**config.mk**
```make
export PLATFORM = sky130hd
export DESIGN_NAME = sapx_exc
export DESIGN_NICKNAME = d
export VERILOG_FILES = /design/src/sapx_exc.v /design/src/sapx_prio.v
export VERILOG_INCLUDE_DIRS = /design/src
export SDC_FILE = /design/constraint.sdc
export NUM_CORES = 1
export LEC_CHECK = 0
export BUFFER_PORTS_ARGS = -buffer_cell sky130_fd_sc_hd__buf_2
export CAP_MARGIN = 40
export CORE_AREA = 2 2 229 231
export CTS_CLUSTER_DIAMETER = 40
export DETAILED_ROUTE_END_ITERATION = 6
export DIE_AREA = 0 0 231 233
export PLACE_DENSITY_LB_ADDON = 0.05
export SLEW_MARGIN = 40
export SYNTH_ARGS = -nofsm -noshare
export SYNTH_HDL_FRONTEND = slang
export SYNTH_HIERARCHICAL = 1
export SYNTH_SLANG_ARGS = --single-unit
```
**constraint.sdc**
```tcl
create_clock -name clk_i -period 5.7 [get_ports clk_i]
set_input_delay 1.14 -clock clk_i [delete_from_list [all_inputs] [get_ports clk_i]]
set_output_delay 1.14 -clock clk_i [all_outputs]
set_load 0.02 [all_outputs]
```
**src/sapx_consts.vh**
```
`ifndef SAPX_CONSTS_VH
`define SAPX_CONSTS_VH
// Machine state bit positions, bit 0 is the lsb
`define SAPX_MS_USER_CACHE_LOCK_ENABLE_BIT 26
`define SAPX_MS_VEC_BIT 25
`define SAPX_MS_WAIT_BIT 18
`define SAPX_MS_CRIT_BIT 17
`define SAPX_MS_ASYNC_BIT 15
`define SAPX_MS_USER_BIT 14
`define SAPX_MS_FLOAT_BIT 13
`define SAPX_MS_MCHK_BIT 12
`define SAPX_MS_FE0_BIT 11
`define SAPX_MS_DBG_BIT 9
`define SAPX_MS_FE1_BIT 8
`define SAPX_MS_IS_BIT 5
`define SAPX_MS_DS_BIT 4
`define SAPX_MS_PMM_BIT 2
`define SAPX_MS_RI_BIT 1
// Bits cleared on entry
`define SAPX_MS_CLR_MASK 32'h0604E934
// Syndrome bit positions
`define SAPX_SY_PIL_BIT 27
`define SAPX_SY_PPR_BIT 26
`define SAPX_SY_PTR_BIT 25
`define SAPX_SY_FP_BIT 24
`define SAPX_SY_ST_BIT 23
`define SAPX_SY_DLK_BIT 21
`define SAPX_SY_ILK_BIT 20
`define SAPX_SY_BO_BIT 17
`define SAPX_SY_PUO_BIT 18
`define SAPX_SY_MIF_BIT 1
`define SAPX_SY_SPE_BIT 7
`define SAPX_SY_VAR_LENGTH_INSTR_FLAG_BIT 5
// Exception kind codes
`define SAPX_K_NONE 3'h0
`define SAPX_K_FETCH 3'h1
`define SAPX_K_PROG 3'h2
`define SAPX_K_ALIGN 3'h3
`define SAPX_K_DATA 3'h4
`define SAPX_K_EXT 3'h5
// Bit of a special register number that marks it privileged
`define SAPX_SPECIAL_REG_NUMBER_PRIV_BIT 5
`endif

```
**src/sapx_exc.v**
```verilog
`timescale 1ns/1ns
// Behaviour
// RULE1: Data storage fault on access, byte-order or cache-lock violation, lowest of synchronous.
// RULE2: Misaligned data access crossing into page of different endianness is byte-order fault.
// RULE3: Cache lock instructions in user mode with lock enable clear fault.
// RULE4: Save full machine state as it was into save_restore_state.
// RULE5: Entry clears listed state bits, keeps critical, mchk, debug, recoverable.
// RULE6: Data fault syndrome: store, vector, var-length, byte order or lock bits only.
// RULE7: Access and byte-order faults load fault address; lock faults leave it.
// RULE8: Handler address is prefix high half, offset bits 16-27, four zeros.
// RULE9: Fetch fault on execute violation or instruction byte-order mismatch.
// RULE10: Branch to odd halfword on fixed-length page gives misaligned fetch fault.
// RULE11: Fetch fault saves instruction address, sets its syndrome bits, keeps fault address.
// RULE12: Controller holds low request level until acknowledged, else maybe unseen.
// RULE13: External interrupt only when async enable set and nothing higher pending.
// RULE14: External interrupt saves next address, keeps syndrome and fault address.
// RULE15: Non-autovectored request uses the supplied 12-bit offset instead of register.
// RULE16: Alignment fault for misaligned multiword, reservation and vector accesses.
// RULE17: Alignment fault for line-zero with cache off, write-through or inhibited.
// RULE18: Alignment fault loads fault address and store, vector, var-length syndrome.
// RULE19: Illegal instruction for illegal class, undefined register moves, unimplemented ops.
// RULE20: User mode privileged instructions and moves with register bit 5 set.
// RULE21: Trap when word trap condition met unless taken as debug.
// RULE22: Unimplemented op for string, indexed device moves, id read, float with float on.
// RULE23: Only the highest priority coexisting exception is serviced at once.
module sapx_exc (
   input wire clk_i,
   input wire rst_i,
   input wire ce_i,
   input wire [31:0] machine_state_i,
   input wire [31:0] vector_prefix_i,
   input wire [31:0] data_fault_offset_i,
   input wire [31:0] fetch_fault_offset_i,
   input wire [31:0] ext_irq_offset_i,
   input wire [31:0] align_offset_i,
   input wire [31:0] program_offset_i,
   input wire [31:0] instr_addr_i,
   input wire [31:0] next_addr_i,
   input wire [31:0] data_addr_i,
   input wire is_store_i,
   input wire is_vector_i,
   input wire is_var_len_i,
   input wire data_access_viol_i,
   input wire data_misaligned_i,
   input wire data_cross_page_i,
   input wire first_page_little_i,
   input wire second_page_little_i,
   input wire is_dcache_lock_op_i,
   input wire is_icache_lock_op_i,
   input wire fetch_exec_viol_i,
   input wire instr_cross_page_i,
   input wire first_page_var_len_i,
   input wire second_page_var_len_i,
   input wire fetch_page_var_len_i,
   input wire fetch_page_little_i,
   input wire flow_change_i,
   input wire target_odd_half_i,
   input wire multiword_op_i,
   input wire word_resv_op_i,
   input wire half_resv_op_i,
   input wire word_aligned_i,
   input wire half_aligned_i,
   input wire vector_misaligned_i,
   input wire line_zero_op_i,
   input wire dcache_enabled_i,
   input wire page_write_through_i,
   input wire page_inhibited_i,
   input wire illegal_class_i,
   input wire reg_move_i,
   input wire reg_undefined_i,
   input wire [9:0] special_reg_number_i,
   input wire dev_reg_undefined_i,
   input wire not_implemented_i,
   input wire privileged_op_i,
   input wire trap_op_i,
   input wire trap_cond_met_i,
   input wire trap_debug_en_i,
   input wire unimpl_op_i,
   input wire float_op_i,
   input wire ext_irq_n_i,
   input wire autovector_n_i,
   input wire [11:0] vector_offset_in_i,
   output reg take_o,
   output reg ext_ack_o,
   output reg [2:0] kind_o,
   output reg [31:0] save_restore_pc_o,
   output reg [31:0] save_restore_state_o,
   output reg [31:0] machine_state_o,
   output reg [31:0] syndrome_reg_o,
   output reg [31:0] fault_address_reg_o,
   output reg [31:0] handler_addr_o
);
`include "sapx_consts.vh"
   ////////////////////////////////////////////////////////////////////////////
   wire user_w;
   wire user_cache_lock_enable_w;
   wire ext_req_w;
   wire bo_data_w;
   wire lock_w;
   wire acc_data_w;
   wire data_w;
   wire fetch_bo_w;
   wire fetch_mif_w;
   wire fetch_w;
   wire align_w;
   wire pil_w;
   wire ppr_w;
   wire ptr_w;
   wire puo_w;
   wire prog_w;
   wire [2:0] sel_w;
   reg [31:0] syn_nxt;
   reg [11:0] off_nxt;
   reg [31:0] pc_nxt;
   reg fa_we_nxt;

   // Helper: common store, vector and var-length syndrome bits
   function [31:0] sapx_svl;
      input st;
      input vec;
      input vl;
      begin
         sapx_svl = 32'h00000000;
         sapx_svl[`SAPX_SY_ST_BIT] = st;
         sapx_svl[`SAPX_SY_SPE_BIT] = vec;
         sapx_svl[`SAPX_SY_VAR_LENGTH_INSTR_FLAG_BIT] = vl;
      end
   endfunction

   // Helper: offset field bits 16-27 of a 32-bit offset register (lsb-0 bits 15:4)
   function [11:0] sapx_off;
      input [31:0] r;
      begin
         sapx_off = r[15:4];
      end
   endfunction

   ////////////////////////////////////////////////////////////////////////////
   assign user_w = machine_state_i[`SAPX_MS_USER_BIT];
   assign user_cache_lock_enable_w = machine_state_i[`SAPX_MS_USER_CACHE_LOCK_ENABLE_BIT];
   assign bo_data_w = data_misaligned_i & data_cross_page_i &
                      (first_page_little_i ^ second_page_little_i); // see RULE2
   assign lock_w = (is_dcache_lock_op_i | is_icache_lock_op_i) & user_w & ~user_cache_lock_enable_w; // see RULE3
   assign acc_data_w = data_access_viol_i;
   assign data_w = acc_data_w | bo_data_w | lock_w; // see RULE1
   assign fetch_bo_w = (instr_cross_page_i & (first_page_var_len_i ^ second_page_var_len_i)) |
                       (fetch_page_var_len_i & fetch_page_little_i); // see RULE9
   assign fetch_mif_w = flow_change_i & target_odd_half_i & ~fetch_page_var_len_i; // see RULE10
   assign fetch_w = fetch_exec_viol_i | fetch_bo_w | fetch_mif_w;
   assign align_w = ((multiword_op_i | word_resv_op_i) & ~word_aligned_i) |
                    (half_resv_op_i & ~half_aligned_i) | vector_misaligned_i | // see RULE16
                    (line_zero_op_i & (~dcache_enabled_i | page_write_through_i |
                                       page_inhibited_i)); // see RULE17
   assign pil_w = illegal_class_i | (reg_move_i & reg_undefined_i & 
                  ~(user_w & special_reg_number_i[`SAPX_SPECIAL_REG_NUMBER_PRIV_BIT])) |
                  dev_reg_undefined_i | not_implemented_i; // see RULE19
   assign ppr_w = user_w & (privileged_op_i |
                  (reg_move_i & special_reg_number_i[`SAPX_SPECIAL_REG_NUMBER_PRIV_BIT])); // see RULE20
   assign ptr_w = trap_op_i & trap_cond_met_i & ~trap_debug_en_i; // see RULE21
   assign puo_w = unimpl_op_i | (float_op_i & machine_state_i[`SAPX_MS_FLOAT_BIT]); // see RULE22
   assign prog_w = pil_w | ppr_w | ptr_w | puo_w;
   // Level is only looked at while held; the controller keeps it until acknowledged
   assign ext_req_w = ~ext_irq_n_i & machine_state_i[`SAPX_MS_ASYNC_BIT] &
                      ~ext_ack_o; // see RULE12, RULE13

   sapx_prio u_prio (
      .fetch_i(fetch_w),
      .prog_i(prog_w),
      .align_i(align_w),
      .data_i(data_w),
      .ext_i(ext_req_w),
      .kind_o(sel_w)
   );

   ////////////////////////////////////////////////////////////////////////////
   always @* begin
      syn_nxt = syndrome_reg_o;
      off_nxt = 12'h000;
      pc_nxt = instr_addr_i;
      fa_we_nxt = 1'b0;
      case (sel_w)
         `SAPX_K_FETCH: begin
            syn_nxt = 32'h00000000; // see RULE11
            syn_nxt[`SAPX_SY_BO_BIT] = fetch_bo_w;
            syn_nxt[`SAPX_SY_MIF_BIT] = fetch_mif_w;
            syn_nxt[`SAPX_SY_VAR_LENGTH_INSTR_FLAG_BIT] = is_var_len_i;
            off_nxt = sapx_off(fetch_fault_offset_i);
         end
         `SAPX_K_PROG: begin
            syn_nxt = sapx_svl(1'b0, 1'b0, is_var_len_i);
            // Only one cause is reported, the first in this order
            if (pil_w) begin
               syn_nxt[`SAPX_SY_PIL_BIT] = 1'b1;
            end else if (ppr_w) begin
               syn_nxt[`SAPX_SY_PPR_BIT] = 1'b1;
            end else if (ptr_w) begin
               syn_nxt[`SAPX_SY_PTR_BIT] = 1'b1;
            end else begin
               syn_nxt[`SAPX_SY_PUO_BIT] = 1'b1;
               syn_nxt[`SAPX_SY_FP_BIT] = float_op_i;
            end
            off_nxt = sapx_off(program_offset_i);
         end
         `SAPX_K_ALIGN: begin
            syn_nxt = sapx_svl(is_store_i, is_vector_i, is_var_len_i); // see RULE18
            fa_we_nxt = 1'b1;
            off_nxt = sapx_off(align_offset_i);
         end
         `SAPX_K_DATA: begin
            if (lock_w & ~acc_data_w & ~bo_data_w) begin
               syn_nxt = sapx_svl(is_store_i, 1'b0, is_var_len_i); // see RULE6
               syn_nxt[`SAPX_SY_DLK_BIT] = is_dcache_lock_op_i;
               syn_nxt[`SAPX_SY_ILK_BIT] = is_icache_lock_op_i;
            end else begin
               syn_nxt = sapx_svl(is_store_i, is_vector_i, is_var_len_i); // see RULE6
               syn_nxt[`SAPX_SY_BO_BIT] = bo_data_w & ~acc_data_w;
               fa_we_nxt = 1'b1; // see RULE7
            end
            off_nxt = sapx_off(data_fault_offset_i);
         end
         `SAPX_K_EXT: begin
            pc_nxt = next_addr_i; // see RULE14
            // Select is active low: negated means the controller supplies the offset
            if (autovector_n_i) begin
               off_nxt = vector_offset_in_i; // see RULE15
            end else begin
               off_nxt = sapx_off(ext_irq_offset_i);
            end
         end
         default: begin
            syn_nxt = syndrome_reg_o;
         end
      endcase
   end

   ////////////////////////////////////////////////////////////////////////////
   always @(posedge clk_i) begin
      if (rst_i) begin
         take_o <= 1'b0;
         ext_ack_o <= 1'b0;
         kind_o <= `SAPX_K_NONE;
         save_restore_pc_o <= 32'h00000000;
         save_restore_state_o <= 32'h00000000;
         machine_state_o <= 32'h00000000;
         syndrome_reg_o <= 32'h00000000;
         fault_address_reg_o <= 32'h00000000;
         handler_addr_o <= 32'h00000000;
      end else if (ce_i) begin
         take_o <= (sel_w != `SAPX_K_NONE);
         ext_ack_o <= (sel_w == `SAPX_K_EXT);
         kind_o <= sel_w;
         machine_state_o <= machine_state_i;
         if (sel_w != `SAPX_K_NONE) begin
            save_restore_pc_o <= pc_nxt;
            save_restore_state_o <= machine_state_i; // see RULE4
            machine_state_o <= machine_state_i & ~`SAPX_MS_CLR_MASK; // see RULE5
            syndrome_reg_o <= syn_nxt;
            handler_addr_o <= {vector_prefix_i[31:16], off_nxt, 4'h0}; // see RULE8
            if (fa_we_nxt) begin
               fault_address_reg_o <= data_addr_i; // see RULE7
            end
         end
      end
   end
endmodule

```
**src/sapx_prio.v**
```verilog
`timescale 1ns/1ns
// Picks one exception kind; lower kinds are held back while a higher one is served
module sapx_prio (
   input wire fetch_i,
   input wire prog_i,
   input wire align_i,
   input wire data_i,
   input wire ext_i,
   output reg [2:0] kind_o
);
`include "sapx_consts.vh"
   always @* begin
      kind_o = `SAPX_K_NONE;
      if (fetch_i) begin // see RULE23
         kind_o = `SAPX_K_FETCH;
      end else if (prog_i) begin
         kind_o = `SAPX_K_PROG;
      end else if (align_i) begin
         kind_o = `SAPX_K_ALIGN;
      end else if (data_i) begin
         kind_o = `SAPX_K_DATA;
      end else if (ext_i) begin
         kind_o = `SAPX_K_EXT;
      end
   end
endmodule

```
==> flow_summary.yaml, run 1 <==
place:
  gp_congestion: 0.706
  placed_area_um2: 10400
  dp_hpwl_um: 24500
  placement.io_buffers: 433
yosys:
  synth-compound-area-share_pct: 15.5
  synth-adder-area-share_pct: 0
  synth_edf_count: 0
  dominantRegCellSynth: "dfxtp_1"
  yosysMostFrequentCell: "nand2_1"
  postSynthAreaPerCell_um2: 8.60
  synth_mux_area_share_pct: 10.7
  syn_area_um2: 7710
  synth_top_area_share_pct: 44.9
  ys_ff_latch: 173
  synthXorXnorAreaFrac_pct: 0.227
  netlist_instances: 896
  synth_top_family_by_area: "simple AND/OR/NAND/NOR gates"
  yosysWarnings: 6
  synth.largest_area_cell: "dfxtp_1"
  async_flop_share_pct: 0
  ys_types: 49
  yosysSeqAreaShare_pct: 44.9
  synth_area_leaders: "dfxtp_1 45%, mux2i_1 9.1%, nand2_1 8.5%"
  synthSimpleGateAreaFrac_pct: 21.8
  ys_top_cells_by_count: "175 x nand2_1, 173 x dfxtp_1, 96 x nor2_1"
sta:
  setup_viol: 0
  worst_pin_slew_ns: 0.771
  setup_tns_ns: 0
  layout_worst_path_cycle_share_pct: 67.4
  rsz0062_at_grt: "false"
  hold_viol: 0
  relSlewSlack_pct: 48.6
  fmax_ghz: 0.260
  finalCriticalPeriod_ns: 3.84
  finalHoldWorstSlack_ns: 0.452
  slew_viol_final: 0
  skew_ns: 0.00635
cells_and_area:
  fillers: 5818
  layout.area.seq_um2: 3460
  multi_input_area_um2: 3830
  area_growth_pct: 43.3
  postLayoutCellArea_um2: 11000
  layout-drive-gt1-share_pct: 38.3
  nNetsFinal: 1677
grt:
  grtUsageTotal_pct: 12.4
  gr-total-overflow: 0
  antenna_found_initial: 3
  grt_pass1_wl_um: 48900
  grt_pass1_vias: 7448
  grt_start_max_net_pins: 114
critical_path:
  crit_type: "input port to register"
  rr_endpoint: "fault_address_reg_o[23]"
  r2r_cells: 9
  endpoint: "fault_address_reg_o[23]"
  worstSetupStartpointType: "input port"
  critical_path.max_fanout: 32
  cp-end-kind: "register"
  r2r_start: "ext_ack_o"
  r2r_slack_ns: 2.83
  required_ns: 6.11
  worstSetupStartpoint: "illegal_class_i"
  cp_data_arrival_time_ns: 4.25
drt:
  post_drt_wl_per_cell_um: 17.1
  wirelength_um: 33900
  drc: 0
  ant_nets: 0
  dr_total_vias: 7574
  vias_per_cell: 3.82
  drt_iter0_drc: 211
  drt-pass1-iter-count: 4
power_and_ir_drop:
  leakagePower_nw: 5.10
  power_density_nw_per_um2: 283
  ir_worst_vdd_uv: 188
die:
  coreArea_um2: 51100
  initial_core_util_pct: 15.1
  rows: 83
  die-height_um: 233
  dieArea_um2: 53800
  die_w_um: 231
  ioPinCount: 583
clock_tree:
  cts.clk_slew.worst_paths_ns: 0.07
  clock-sinks: 173
  cts_root_buffer: "clkbuf_16"
  numCtsBuffers: 17
  ctsHtreeMaxLevel: 4
  tritoncts: "yes"
  clock_latency_ns: 0.49
  cts.repair.resized: 0
  clockBufferDepth: 2
  holdBufCountCts: 0
  post-cts-setup-buffers: 0
worst_hold_path:
  hold_class: "register to register"
outcome:
  run_status: "finished, final reports clean"
flow_run:
  cap_violations: 0
## layout make-up
| class | count | area share [%] |
|---|---|---|
| sequential | 173 | 31.4 |
| inverter | 3 | 0.102 |
| tap | 680 | 7.71 |
| multi-input combinational | 650 | 34.7 |
| clock buffer | 19 | 4.01 |
| clock inverter | 13 | 1.39 |
| timing repair buffer | 446 | 20.7 |
| antenna | 1 | 0.0227 |
## report_power, final
part	switching [mW]	internal, mW
logic	0.343	0.212
clock network	0.590	0.668
registers	0.0329	1.28
## state kept, by name, indices dropped and copies added (netlist names)
register	cells
syndrome_reg_o	12
handler_addr_o	28
take_o	1
machine_state_o	32
save_restore_pc_o	32
ext_ack_o	1
fault_address_reg_o	32
save_restore_state_o	32
kind_o	3
## cell families (layout without fill, tap and decap cells)
group / after synthesis / after routing
other: 1 / 25
AO/OA/AOI/OAI: 169 / 169
XOR/XNOR: 2 / 2
flip-flops: 173 / 173
multiplexers: 81 / 81
AND/OR/NAND/NOR: 374 / 374
buffers and inverters: 96 / 481
## critical path, stage by stage
cell and delay (ns):
buf_2 0.09, or3_1 0.39, a31oi_1 0.21, nand3_1 0.22, nor4_2 0.31, buf_4 0.30, nor3b_2 0.47, nand2_1 0.16
o2bb2ai_4 0.13, buf_4 0.51, mux2i_1 0.26
## worst min-delay path by stage
stage / slack (ns) / to / depth (start not counted) / from
floorplan: 0.53 / syndrome_reg_o[20] / 2 / syndrome_reg_o[20]
global placement: 0.44 / save_restore_state_o[27] / 2 / save_restore_state_o[27]
detailed placement: 0.45 / save_restore_state_o[3] / 2 / save_restore_state_o[3]
CTS: 0.46 / syndrome_reg_o[21] / 2 / syndrome_reg_o[21]
global route: 0.47 / handler_addr_o[21] / 2 / handler_addr_o[21]
finish: 0.45 / syndrome_reg_o[21] / 2 / syndrome_reg_o[21]
## metal layers
metal | global-route usage, % | routed length, µm
met1 | 14.9 | 14800
met5 | 0 | 35
met3 | 4.89 | 2660
met2 | 19.9 | 15900
met4 | 4.58 | 530
## cells in the final DEF (no fill, tap or decap), types with 3 or more instances in the layout
master	instances
nor2_1	94
nand2b_1	68
dfxtp_1	173
buf_2	432
inv_6	4
a211o_1	11
clkinvlp_4	3
a22oi_1	12
mux2i_1	70
a22o_1	12
nand2_1	175
a21oi_1	68
nor2b_1	13
conb_1	24
buf_4	12
nor3b_1	3
mux2_2	11
o21ai_0	14
clkbuf_16	17
a311oi_1	34
a32oi_1	3
## per-stage QoR
step | std cells | setup slack (ns) | total power, mW | util [%]
after floorplan | 919 | 2.14 | 1.67 | -
after global placement | 1952 | 1.26 | 1.91 | 20.4
after detailed placement | 1952 | 1.28 | 1.91 | 20.4
after CTS | 1984 | 1.81 | 3.22 | 21.6
after global routing | 1984 | 1.55 | 3.29 | 21.6
final | 1985 | 1.86 | 3.12 | 21.6
No activity file was read; power rests on OpenSTA's default activity.
==> inputs of run 2 (changes only) <==
--- a/config.mk
+++ b/config.mk
@@ -8,10 +8,10 @@
 export LEC_CHECK = 0
 export BUFFER_PORTS_ARGS = -buffer_cell sky130_fd_sc_hd__buf_2
 export CAP_MARGIN = 40
-export CORE_AREA = 2 2 229 231
+export CORE_AREA = 2 2 228 230
 export CTS_CLUSTER_DIAMETER = 40
 export DETAILED_ROUTE_END_ITERATION = 6
-export DIE_AREA = 0 0 231 233
+export DIE_AREA = 0 0 230 232
 export PLACE_DENSITY_LB_ADDON = 0.05
 export SLEW_MARGIN = 40
 export SYNTH_ARGS = -nofsm -noshare
==> constraint.sdc (replaced) <==
create_clock -name clk_i -period 3.3 [get_ports clk_i]
set_input_delay 0.66 -clock clk_i [delete_from_list [all_inputs] [get_ports clk_i]]
set_output_delay 0.66 -clock clk_i [all_outputs]
set_load 0.02 [all_outputs]
==> flow_summary.yaml, run 2 (synthesis results as in run 1) <==
outcome:
  run_status: "finished, final reports clean"
clock_tree:
  tritoncts: "yes"
  numCtsBuffers: 17
  holdBufCountCts: 0
  cts.clk_slew.worst_paths_ns: 0.07
  clock_latency_ns: 0.48
  post-cts-setup-buffers: 0
  clock-sinks: 173
  cts.repair.resized: 0
  ctsHtreeMaxLevel: 4
  cts_root_buffer: "clkbuf_16"
  clockBufferDepth: 2
sta:
  setup_tns_ns: 0
  hold_viol: 0
  setup_viol: 0
  slew_viol_final: 0
  finalWorstSetupSlack_ns: 0.471
  layout_worst_path_cycle_share_pct: 85.7
  finalCriticalPeriod_ns: 2.83
  fmax_ghz: 0.354
  worst_pin_slew_ns: 0.697
  rsz0062_at_grt: "false"
  skew_ns: 0.0133
  relSlewSlack_pct: 53.6
critical_path:
  required_ns: 3.73
  slowest_delay_ns: 0.56
  r2r_start: "ext_ack_o"
  worstSetupStartpoint: "second_page_var_len_i"
  crit_type: "input port to register"
  cpMaxStageDelayCell: "a311oi_1"
  cp-end-kind: "register"
  critical-path-top-delay-family: "compound AO/OA/AOI/OAI gates"
  critical_path.max_fanout: 16
  cp_data_arrival_time_ns: 3.25
  critical_path.cell_chain: "buf_2 -> xor2_1 -> a22o_1 -> or3_1 -> a211o_2 -> buf_4 -> nand4bb_1 -> a311oi_1 -> a32oi_1 -> nor2_1"
  critPathBufInv: 2
  worstSetupStartpointType: "input port"
drt:
  wirelength_um: 34400
  ant_nets: 0
  drc: 0
  vias_per_cell: 3.80
  post_drt_wl_per_cell_um: 17.1
  dr_total_vias: 7635
  drt-pass1-iter-count: 5
  drt_iter0_drc: 282
power_and_ir_drop:
  leakagePower_nw: 5.24
  power_density_nw_per_um2: 470
  ir_worst_vdd_uv: 328
  power_mw: 5.31
die:
  coreArea_um2: 50900
  dieArea_um2: 53400
  initial_core_util_pct: 15.1
  die-height_um: 232
  rows: 83
  die_w_um: 230
  ioPinCount: 583
grt:
  grt_start_max_net_pins: 84
  grt_pass1_wl_um: 50400
  gr-total-overflow: 0
  grt_pass1_vias: 7626
  grtUsageTotal_pct: 12.8
  antenna_found_initial: 3
worst_hold_path:
  hold_path_startpoint: "vector_prefix_i[25]"
  hold_class: "input port to register"
place:
  dp_hpwl_um: 25700
  dp_slack_ns: -0.00448
  placement.io_buffers: 433
  gp_congestion: 0.720
flow_run:
  cap_violations: 0
cells_and_area:
  final_cell_mix: "432 x buf_2, 175 x nand2_1, 173 x dfxtp_1, 94 x nor2_1, 70 x mux2i_1"
  area_growth_pct: 46.5
  nNetsFinal: 1703
  layout_commonest_cell: "buf_2"
  layout-drive-gt1-share_pct: 39.5
==> run 2: worst paths after layout <==
kind / endpoint / slack, ns / cells after the start
min: handler_addr_o[25] / 0.40 / 3
min reg2reg: syndrome_reg_o[20] / 0.45 / 2
max: syndrome_reg_o[25] / 0.47 / 10
max reg2reg: handler_addr_o[4] / 0.87 / 8
==> run 2: metal layers <==
layer	up-vias	routed length, µm	GRT usage, %
li1	3841	-	-
met1	3515	15300	15.8
met2	251	15900	20.1
met3	26	2640	4.90
met4	2	571	4.70
met5	-	13	0
==> run 2: worst min-delay path, delay by kind of cell <==
family,cells,cell delay [ns]
buffers and inverters,1,0.10
AO/OA/AOI/OAI,1,0.05
AND/OR/NAND/NOR,1,0.04
==> run 2: power by group <==
group          switching [mW]  total [mW]  internal, mW
Sequential             0.0555        2.26          2.21
Combinational           0.601        1.00         0.399
Clock                   0.985        2.04          1.06
==> run 2: stage by stage <==
stage	std cells	hold slack, ns	cell area [µm²]	utilization [%]
6_report	2009	0.404	11300	22.2
2_1_floorplan	919	0.528	7790	-
3_3_place_gp	1978	0.441	10700	21.1
5_1_grt	2008	0.382	11300	22.2
3_5_place_dp	1978	0.444	10700	21.1
4_1_cts	2008	0.354	11300	22.2
==> run 2: final cells by class <==
class	count	area, µm²
well taps	680	851
fillers	5760	39600
repair buffers	472	2580
multi-input cells	650	3830
flip-flops and latches	173	3460
inverters	3	11.3
clock buffers	19	443
clock inverters	11	109
diodes	1	2.50
